### config.mk
export PLATFORM = sky130hd
export DESIGN_NAME = irq_vector_unit
export DESIGN_NICKNAME = d
export VERILOG_FILES = /design/src/rtl/irq_unit_pkg.sv /design/src/rtl/irq_priority_pick.sv /design/src/rtl/irq_vector_unit.sv
export SDC_FILE = /design/constraint.sdc
export NUM_CORES = 1
export LEC_CHECK = 0
export BUFFER_PORTS_ARGS = -buffer_cell sky130_fd_sc_hd__buf_2
export CAP_MARGIN = 20
export CORE_ASPECT_RATIO = 0.8
export CORE_MARGIN = 4
export CORE_UTILIZATION = 53
export CTS_BUF_LIST = sky130_fd_sc_hd__clkbuf_2 sky130_fd_sc_hd__clkbuf_4 sky130_fd_sc_hd__clkbuf_8
export CTS_CLUSTER_DIAMETER = 40
export DETAILED_ROUTE_END_ITERATION = 16
export PLACE_DENSITY = 0.82
export SETUP_SLACK_MARGIN = 0.05
export SLEW_MARGIN = 10
export SYNTH_ARGS = -nofsm -noshare
export SYNTH_HDL_FRONTEND = slang
export SYNTH_SLANG_ARGS = --single-unit
### constraint.sdc
create_clock -name clk_i -period 3.24 [get_ports clk_i]
set_clock_uncertainty 0.2 [all_clocks]
set_input_delay 0.81 -clock clk_i [delete_from_list [all_inputs] [get_ports clk_i]]
set_output_delay 0.81 -clock clk_i [all_outputs]
set_load 0.1 [all_outputs]
### src/rtl/irq_unit_pkg.sv
// Constants, register map and types for the six-source vectored interrupt unit.
// Assumes one system clock and a synchronous active-high reset.
package irq_unit_pkg;
  // Request sources and slot numbering
  localparam int unsigned NUM_SRC = 6;
  localparam int unsigned SLOT_W = 3;
  localparam logic [2:0] req_slot_a = 3'h0; // Line two falling edge
  localparam logic [2:0] req_slot_b = 3'h1; // Line three falling edge
  localparam logic [2:0] req_slot_c = 3'h2; // Line one falling edge
  localparam logic [2:0] req_slot_d = 3'h3; // Line two rising edge
  localparam logic [2:0] req_slot_e = 3'h4; // Timer zero event
  localparam logic [2:0] req_slot_f = 3'h5; // Timer one event
  // Vector table geometry
  localparam int unsigned PMEM_ADDR_W = 16;
  localparam logic [15:0] VEC_TABLE_BASE = 16'h0000;
  localparam logic [15:0] VEC_BYTES_PER_SLOT = 16'h0002;
  // Register byte offsets
  localparam logic [3:0] OFS_REQ = 4'h0;
  localparam logic [3:0] OFS_MASK = 4'h4;
  localparam logic [3:0] OFS_PRIO = 4'h8;
  localparam logic [3:0] OFS_STAT = 4'hc;
  // Field positions
  localparam int unsigned MASK_GLOBAL_BIT = 7;
  localparam int unsigned STAT_SLOT_LSB = 0;
  localparam int unsigned STAT_BUSY_BIT = 3;
  localparam int unsigned STAT_GLOBAL_BIT = 4;
  // Reset values
  localparam logic [7:0] MASK_RESET = 8'h00;
  localparam logic [2:0] PRIO_RESET = 3'h0;
  localparam logic [5:0] REQ_RESET = 6'h00;
  // Bus responses
  localparam logic [1:0] RESP_OKAY = 2'h0;
  localparam logic [1:0] RESP_SLVERR = 2'h2;
  // Grant sequence states
  typedef enum logic [2:0] {
    ST_IDLE,
    ST_SAVE,
    ST_FETCH_HI,
    ST_FETCH_LO,
    ST_JUMP
  } grant_state_t;
endpackage : irq_unit_pkg

### src/rtl/irq_priority_pick.sv
// Programmable priority encoder: first pending slot at or after a start slot.
// Assumes pending bits are already masked; purely combinational.
`timescale 1ns/10ps
`default_nettype none
module irq_priority_pick (
  input wire logic [5:0] pending_i,
  input wire logic [2:0] start_i,
  output logic found_o,
  output logic [2:0] slot_o
);
  import irq_unit_pkg::*;

  // Scan from the start slot, wrapping; starts above five act as zero
  always_comb begin
    logic [2:0] base;
    logic [2:0] idx;
    base = (start_i > req_slot_f) ? req_slot_a : start_i;
    idx = base;
    found_o = 1'b0;
    slot_o = req_slot_a;
    for (int i = 0; i < NUM_SRC; i++) begin
      if (!found_o && pending_i[idx]) begin
        found_o = 1'b1;
        slot_o = idx;
      end
      idx = (idx == req_slot_f) ? req_slot_a : 3'(idx + 3'h1);
    end
  end
endmodule : irq_priority_pick
`default_nettype wire

### src/rtl/irq_vector_unit.sv
// Six-source vectored interrupt unit with AXI4-Lite register access.
// Assumes pins and timer events synchronous to clk_i; core saves state on request.
//
// Operation
// - Six sources, each maskable and prioritised
// - Falling edges of three port lines request
// - Rising edge of line two requests slot d
// - Timer zero and one request slots e, f
// - Mask register: global and per-source enables
// - Priority register orders the encoder
// - Each slot vectors through a byte pair
// - Grant disables further interrupts until re-enabled
// - Core saves counter and flags before branching
// - Handler address fetched from pair, then loaded
// - Masked requests still recorded for polling
//
// Our own choices: the register offsets and the AXI4-Lite interface to the registers.
`timescale 1ns/10ps
`default_nettype none
module irq_vector_unit (
  input wire logic clk_i,
  input wire logic reset_i,
  input wire logic enable_i,
  // Request sources
  input wire logic port3_line_one_i,
  input wire logic port3_line_two_i,
  input wire logic port3_line_three_i,
  input wire logic timer_zero_event_i,
  input wire logic timer_one_event_i,
  // Core side
  output logic save_state_o,
  input wire logic save_done_i,
  output logic pmem_rd_o,
  output logic [irq_unit_pkg::PMEM_ADDR_W-1:0] pmem_addr_o,
  input wire logic [7:0] pmem_data_i,
  input wire logic pmem_valid_i,
  output logic handler_load_o,
  output logic [irq_unit_pkg::PMEM_ADDR_W-1:0] handler_addr_o,
  output logic [2:0] grant_slot_o,
  // AXI4-Lite slave
  input wire logic [3:0] s_axi_awaddr_i,
  input wire logic s_axi_awvalid_i,
  output logic s_axi_awready_o,
  input wire logic [31:0] s_axi_wdata_i,
  input wire logic [3:0] s_axi_wstrb_i,
  input wire logic s_axi_wvalid_i,
  output logic s_axi_wready_o,
  output logic [1:0] s_axi_bresp_o,
  output logic s_axi_bvalid_o,
  input wire logic s_axi_bready_i,
  input wire logic [3:0] s_axi_araddr_i,
  input wire logic s_axi_arvalid_i,
  output logic s_axi_arready_o,
  output logic [31:0] s_axi_rdata_o,
  output logic [1:0] s_axi_rresp_o,
  output logic s_axi_rvalid_o,
  input wire logic s_axi_rready_i
);
  import irq_unit_pkg::*;

  // Byte address of one half of a slot's vector pair
  function automatic logic [15:0] vec_addr(input logic [2:0] slot, input logic low_half);
    vec_addr = VEC_TABLE_BASE + 16'(slot) * VEC_BYTES_PER_SLOT + 16'(low_half);
  endfunction : vec_addr

  // Known register offset
  function automatic logic mapped(input logic [3:0] addr);
    mapped = (addr == OFS_REQ) || (addr == OFS_MASK) || (addr == OFS_PRIO) || (addr == OFS_STAT);
  endfunction : mapped

  logic line_one_prev;
  logic line_two_prev;
  logic line_three_prev;
  logic primed;
  logic [5:0] events;
  logic [5:0] pending;
  logic [7:0] mask;
  logic [2:0] prio_start;
  logic global_en;
  logic [5:0] armed;
  logic found;
  logic [2:0] pick_slot;
  logic take;
  grant_state_t state;
  logic [7:0] vec_hi;
  logic [3:0] aw_addr;
  logic [7:0] w_byte;
  logic w_lane0;
  logic do_write;
  logic wr_req;
  logic wr_mask;
  logic wr_prio;

  ////////////////////////////////////////////////////////////////////////////
  // Edge detection

  // Previous pin levels; primed blocks a false edge on the first sample
  always_ff @(posedge clk_i) begin
    if (reset_i) begin
      line_one_prev <= 1'b1;
      line_two_prev <= 1'b1;
      line_three_prev <= 1'b1;
      primed <= 1'b0;
    end else if (enable_i) begin
      line_one_prev <= port3_line_one_i;
      line_two_prev <= port3_line_two_i;
      line_three_prev <= port3_line_three_i;
      primed <= 1'b1;
    end
  end

  // Per-slot event strobes
  always_comb begin
    events = 6'h00;
    events[req_slot_a] = primed && line_two_prev && !port3_line_two_i;
    events[req_slot_b] = primed && line_three_prev && !port3_line_three_i;
    events[req_slot_c] = primed && line_one_prev && !port3_line_one_i;
    events[req_slot_d] = primed && !line_two_prev && port3_line_two_i;
    events[req_slot_e] = timer_zero_event_i;
    events[req_slot_f] = timer_one_event_i;
  end

  ////////////////////////////////////////////////////////////////////////////
  // Request flags, mask and priority

  assign global_en = mask[MASK_GLOBAL_BIT];
  assign armed = pending & mask[5:0] & {6{global_en}};

  // Priority encoder steered by the priority register
  irq_priority_pick u_pick (
    .pending_i(armed),
    .start_i(prio_start),
    .found_o(found),
    .slot_o(pick_slot)
  );

  assign take = enable_i && (state == ST_IDLE) && found;

  // Flags set regardless of mask; a new event beats any clear
  always_ff @(posedge clk_i) begin
    if (reset_i) begin
      pending <= REQ_RESET;
    end else if (enable_i) begin
      for (int i = 0; i < NUM_SRC; i++) begin
        if (events[i]) begin
          pending[i] <= 1'b1;
        end else if ((take && pick_slot == 3'(i)) || (wr_req && w_byte[i])) begin
          pending[i] <= 1'b0;
        end
      end
    end
  end

  // Mask register; a grant drops the global enable
  always_ff @(posedge clk_i) begin
    if (reset_i) begin
      mask <= MASK_RESET;
    end else if (enable_i) begin
      if (wr_mask) begin
        mask <= w_byte;
      end
      if (take) begin
        mask[MASK_GLOBAL_BIT] <= 1'b0;
      end
    end
  end

  // Priority start slot
  always_ff @(posedge clk_i) begin
    if (reset_i) begin
      prio_start <= PRIO_RESET;
    end else if (enable_i && wr_prio) begin
      prio_start <= w_byte[2:0];
    end
  end

  ////////////////////////////////////////////////////////////////////////////
  // Grant sequence

  // Save request, two vector byte reads, then handler load
  always_ff @(posedge clk_i) begin
    if (reset_i) begin
      state <= ST_IDLE;
      save_state_o <= 1'b0;
      pmem_rd_o <= 1'b0;
      pmem_addr_o <= VEC_TABLE_BASE;
      vec_hi <= 8'h00;
      handler_load_o <= 1'b0;
      handler_addr_o <= VEC_TABLE_BASE;
      grant_slot_o <= req_slot_a;
    end else if (enable_i) begin
      pmem_rd_o <= 1'b0;
      handler_load_o <= 1'b0;
      case (state)
        ST_IDLE: begin
          if (found) begin
            grant_slot_o <= pick_slot;
            save_state_o <= 1'b1;
            state <= ST_SAVE;
          end
        end
        ST_SAVE: begin
          if (save_done_i) begin
            save_state_o <= 1'b0;
            pmem_addr_o <= vec_addr(grant_slot_o, 1'b0);
            pmem_rd_o <= 1'b1;
            state <= ST_FETCH_HI;
          end
        end
        ST_FETCH_HI: begin
          if (pmem_valid_i) begin
            vec_hi <= pmem_data_i;
            pmem_addr_o <= vec_addr(grant_slot_o, 1'b1);
            pmem_rd_o <= 1'b1;
            state <= ST_FETCH_LO;
          end
        end
        ST_FETCH_LO: begin
          if (pmem_valid_i) begin
            handler_addr_o <= {vec_hi, pmem_data_i};
            handler_load_o <= 1'b1;
            state <= ST_JUMP;
          end
        end
        ST_JUMP: begin
          state <= ST_IDLE;
        end
        default: begin
          state <= ST_IDLE;
        end
      endcase
    end
  end

  ////////////////////////////////////////////////////////////////////////////
  // AXI4-Lite slave

  assign do_write = !s_axi_awready_o && !s_axi_wready_o && !s_axi_bvalid_o;
  assign wr_req = do_write && w_lane0 && (aw_addr == OFS_REQ);
  assign wr_mask = do_write && w_lane0 && (aw_addr == OFS_MASK);
  assign wr_prio = do_write && w_lane0 && (aw_addr == OFS_PRIO);

  // Write address and data taken in either order, answered once both held
  always_ff @(posedge clk_i) begin
    if (reset_i) begin
      s_axi_awready_o <= 1'b1;
      s_axi_wready_o <= 1'b1;
      s_axi_bvalid_o <= 1'b0;
      s_axi_bresp_o <= RESP_OKAY;
      aw_addr <= OFS_REQ;
      w_byte <= 8'h00;
      w_lane0 <= 1'b0;
    end else if (enable_i) begin
      if (s_axi_awvalid_i && s_axi_awready_o) begin
        aw_addr <= s_axi_awaddr_i; // Full offset kept so misaligned ones are refused
        s_axi_awready_o <= 1'b0;
      end
      if (s_axi_wvalid_i && s_axi_wready_o) begin
        w_byte <= s_axi_wdata_i[7:0];
        w_lane0 <= s_axi_wstrb_i[0];
        s_axi_wready_o <= 1'b0;
      end
      if (do_write) begin
        s_axi_bvalid_o <= 1'b1;
        s_axi_bresp_o <= mapped(aw_addr) ? RESP_OKAY : RESP_SLVERR;
      end
      if (s_axi_bvalid_o && s_axi_bready_i) begin
        s_axi_bvalid_o <= 1'b0;
        s_axi_awready_o <= 1'b1;
        s_axi_wready_o <= 1'b1;
      end
    end
  end

  // Read channel; status shows grant state and last slot
  always_ff @(posedge clk_i) begin
    if (reset_i) begin
      s_axi_arready_o <= 1'b1;
      s_axi_rvalid_o <= 1'b0;
      s_axi_rdata_o <= 32'h0;
      s_axi_rresp_o <= RESP_OKAY;
    end else if (enable_i) begin
      if (s_axi_arvalid_i && s_axi_arready_o) begin
        s_axi_arready_o <= 1'b0;
        s_axi_rvalid_o <= 1'b1;
        s_axi_rresp_o <= RESP_OKAY;
        s_axi_rdata_o <= 32'h0;
        case (s_axi_araddr_i)
          OFS_REQ: s_axi_rdata_o[5:0] <= pending;
          OFS_MASK: s_axi_rdata_o[7:0] <= mask;
          OFS_PRIO: s_axi_rdata_o[2:0] <= prio_start;
          OFS_STAT: begin
            s_axi_rdata_o[STAT_SLOT_LSB +: 3] <= grant_slot_o;
            s_axi_rdata_o[STAT_BUSY_BIT] <= (state != ST_IDLE);
            s_axi_rdata_o[STAT_GLOBAL_BIT] <= global_en;
          end
          default: s_axi_rresp_o <= RESP_SLVERR;
        endcase
      end
      if (s_axi_rvalid_o && s_axi_rready_i) begin
        s_axi_rvalid_o <= 1'b0;
        s_axi_arready_o <= 1'b1;
      end
    end
  end

  ////////////////////////////////////////////////////////////////////////////
  // Assertions

  fall_two_slot_a: assert property (@(posedge clk_i) disable iff (reset_i)
    enable_i && primed && line_two_prev && !port3_line_two_i |=> pending[req_slot_a])
    else $error("line two fall did not set slot a");

  rise_two_slot_a: assert property (@(posedge clk_i) disable iff (reset_i)
    enable_i && primed && !line_two_prev && port3_line_two_i |=> pending[req_slot_d] && !pending[req_slot_a] ||
    pending[req_slot_d])
    else $error("line two rise did not set slot d");

  timer_slot_a: assert property (@(posedge clk_i) disable iff (reset_i)
    enable_i && timer_one_event_i |=> pending[req_slot_f])
    else $error("timer one event did not set slot f");

  masked_record_a: assert property (@(posedge clk_i) disable iff (reset_i)
    enable_i && !global_en && primed && line_one_prev && !port3_line_one_i |=> pending[req_slot_c])
    else $error("masked line one fall not recorded");

  global_off_a: assert property (@(posedge clk_i) disable iff (reset_i)
    enable_i && state == ST_IDLE && !global_en |=> state == ST_IDLE)
    else $error("grant started while globally disabled");

  grant_disable_a: assert property (@(posedge clk_i) disable iff (reset_i)
    take |=> !global_en ##1 (state == ST_SAVE || !enable_i))
    else $error("grant left interrupts enabled");

  save_first_a: assert property (@(posedge clk_i) disable iff (reset_i)
    enable_i && state == ST_SAVE && !save_done_i |=> !pmem_rd_o && save_state_o)
    else $error("vector fetch before state save");

  vector_addr_a: assert property (@(posedge clk_i) disable iff (reset_i)
    enable_i && state == ST_SAVE && save_done_i |=> pmem_rd_o && pmem_addr_o == 16'(2 * grant_slot_o))
    else $error("wrong vector byte address");

  handler_load_a: assert property (@(posedge clk_i) disable iff (reset_i)
    enable_i && state == ST_FETCH_LO && pmem_valid_i |=>
    handler_load_o && handler_addr_o == {vec_hi, $past(pmem_data_i)})
    else $error("handler address not assembled from vector pair");

  sticky_req_a: assert property (@(posedge clk_i) disable iff (reset_i)
    enable_i && pending[req_slot_b] && !(take && pick_slot == req_slot_b) && !(wr_req && w_byte[req_slot_b])
    |=> pending[req_slot_b])
    else $error("request flag dropped without clear");
endmodule : irq_vector_unit
`default_nettype wire
==> metrics.md <==
| Metric | Value |
|---|---|
| Critical Path Start Type | flop |
| Die height | about 92 um |
| Final net count | approximately 730 |
| Post-synth EDFFs | 0 |
| Pre-CTS setup slack | between 0.15 and 0.2 ns |
| LEAKAGE | about 2.4 nW |
| Overflow after GRT | 0 |
| Setup-failing EPs final | 0 |
| P per Cell Area | 411.7 nW/um^2 |
| Core Region | ~8600 sq um |
| Reg clk slew, reported paths | ~0.09 ns |
| Vias | 4459 |
| Final min period | around 3.0 ns |
| Final Wtd Congestion | 0.9662 |
| CP Max Fanout | 17 |
| IO Count | approximately 150 |
| Number of remaining DRC errors | 0 |
| Hold path cells | 2 |
| Share of post-route cells with drive strength above 1 | a little under a quarter |
| Setup tns final | 0 ns |
| Worst vdd ir | around 0.3 mV |
| Reg-to-Reg End | pending[2] |
| RSZ-0062 raised after global routing | false |
| Min Hold Slack | 0.2469 ns |
| Crit share post-route | between 90% and 100% |
| Mapped Area | approximately 4700 sq um |
| Crit path required time | approximately 3.3 ns |
| Max Slew Vio Count | 0 |
| Clock tree sinks | 86 |
| Final HPWL DP | roughly 10000 um |
| Reg2reg start | mask[7] |
| Worst Hold End | handler_addr_o[12] |
| Antenna viol nets, final | 0 |
| N_diodes | 0 |
| Hold crit path type | reg -> reg |
| Worst Setup End Kind | flop |
| Initial antenna violation count | 0 |
| Worst-Skew Late Latency | 0.36 ns |
| CTS max path bufs | 2 |
| # rows | 30 |
| CTS Buf Count | 9 |
| CP Class | reg -> reg |
| Vias per inst | 5.731 |
| GRT Total Usage | around a quarter |
| Leading cell type in the layout, fill and taps excluded | nand2_1 |
| Die ar. | between 10000 and 15000 sq um |
| Post-route insts no fill | ~780 |
| Die W | between 100 and 150 um |
| Core Util, Final | ~63% |
| Setup slack, reg-to-reg | 0.24 ns |
| Hold Startpoint | vec_hi[4] |
| Post-CTS Resized | 0 |
| Max-cap violation count | 0 |
| Min setup slack post-route | between 0.2 and 0.25 ns |
| CP Data Arrival Time | 3.05 ns |
| Post-synth ARST share | 0% |
| Worst r2r path cells | 9 |
| Area leader, netlist | dfxtp_1 |
| Area of the multi-input gates | about 2600 sq um |
| #FFs+latches synth | 86 |
| Global-route wire length before repair | between 20000 and 25000 um |
| Status | finished clean |
| Most frequent cells in the layout | nand2_1 (84), dfxtp_1 (83), buf_2 (80) |
| Synth Flop Type | dfxtp_1 |
| DRT Wirelength | about 13000 um |
| CTS tree | built |
| Gate Count Post-Synth | 570 |
| Max Clk Rate | ~0.33 GHz |
| Number of DRC markers in iteration 0 | between 400 and 500 |
| Dominant cells by area after synthesis | dfxtp_1 (37%), nand2_1 (6.7%), mux2i_1 (6.4%), buf_4 (6.3%), nor2_1 (5.7%) |
| Drt wl/cell | about 16 um |
| Setup repair bufs after CTS | 0 |
| Synthesized area per cell | approximately 8 sq um |
| Root Buffer | clkbuf_8 |
| Count of cell types in the netlist | 75 |
| Vias in the first global route | roughly 4000 |
| Initial cell density of the core | a little over half |
| Area grow syn2layout | 14.91% |
| Sequential share of the synthesized area | 36.76% |
| Pre-antenna DRT Iters | 5 |
| Pin count of the biggest net entering global routing | 44 |
| Worst rel slew slack | 37.21% |
| Synth top area share | 36.76% |
| Hold Violations, Final | 0 |
| H-tree depth | 3 |
| CTS Hold Buffers Added | 0 |
| Worst slew pin tran | ~0.93 ns |
| FILL cells | approximately 740 |
| Placed cells | roughly 760 |
| Register area | 1725 sq um |
| Port Buffers | 80 |
| Yosys warns | 0 |
## worst max-delay path by stage
stage / from / end / slack (ns) / depth (start not counted)
final: mask[7] / pending[2] / 0.24 / 9
after global routing: prio_start[1] / pending[2] / 0.05 / 10
after CTS: prio_start[0] / pending[2] / 0.14 / 9
after detailed placement: prio_start[0] / pending[2] / 0.17 / 9
after global placement: prio_start[0] / pending[1] / 0.20 / 9
after floorplan: prio_start[0] / pending[2] / 0.47 / 10
## cells in the mapped netlist, types with 3 or more instances
cell type,instances
nor2_1,71
a21oi_1,48
a211oi_1,7
and4b_1,4
a21o_1,3
mux2i_1,30
clkbuf_1,23
dfxtp_1,86
and3b_1,3
nand2_1,84
mux4_2,5
nand2b_1,4
a22oi_1,9
buf_2,4
nand4_1,4
a31oi_1,5
nor2b_1,6
buf_6,4
nand4b_1,3
nor3_1,9
o21ai_0,13
a32oi_1,3
a211o_1,5
nand3_1,20
buf_4,39
and2_1,4
and3_1,10
inv_1,5
## per-layer routing
metal / vias to the layer above / global-route usage [%] / part of all wire, %
met5: - / 0 / 0
met4: 0 / 7.608 / 1.9
met3: 25 / 5.211 / 9.1
met2: 226 / 36.29 / 46
met1: 2081 / 33.88 / 43
li1: 2127 / - / -
## sequential cells by signal (all words and copies together) (netlist names), 3 cells and up
| signal | count |
|---|---|
| prio_start | 3 |
| pending | 6 |
| w_byte | 8 |
| vec_hi | 8 |
| grant_slot_o | 3 |
| handler_addr_o | 16 |
| aw_addr | 4 |
| mask | 8 |
| pmem_addr_o | 4 |
| state | 3 |
| s_axi_rdata_o | 8 |
## cells by family after synthesis
logic type	share of synthesized area, %
flops	36.76
mux	9.297
buf+inv	10.21
other cells	0.08007
simple gates	24.42
xor+xnor	0.1870
compound gates	19.05
## critical path, stage by stage (launching register included)
cell and delay (ns):
dfxtp_2 0.42, and3_1 0.28, a32oi_1 0.31, nand4_2 0.15
or3_1 0.41, buf_4 0.18, nor4b_4 0.33, a211oi_4 0.09
and2b_1 0.20, a311oi_1 0.31
## area by class of cell
class / instances / share of cell area (%)
clock inverter: 5 / 1.093
inverter: 7 / 0.4883
clock buffer: 10 / 2.558
multi-input combinational: 442 / 48.73
timing repair buffer: 116 / 12.46
sequential: 86 / 32.06
tap: 112 / 2.604
## through the flow
stage	area (sq um)	power, mW
final	5381	2.215
after global routing	5381	2.298
after CTS	5378	2.223
after detailed placement	5181	1.486
after global placement	5181	1.478
after floorplan	4822	1.457
## where the power goes
| group | switching [mW] | internal [mW] | leakage [nW] |
|---|---|---|---|
| Combinational | 0.304 | 0.0579 | 1.57 |
| Sequential | 0.0252 | 1.08 | 0.699 |
| Clock | 0.376 | 0.374 | 0.0948 |
| Total | 0.706 | 1.51 | 2.36 |
Note: power is estimated with default switching activity, not from simulation.
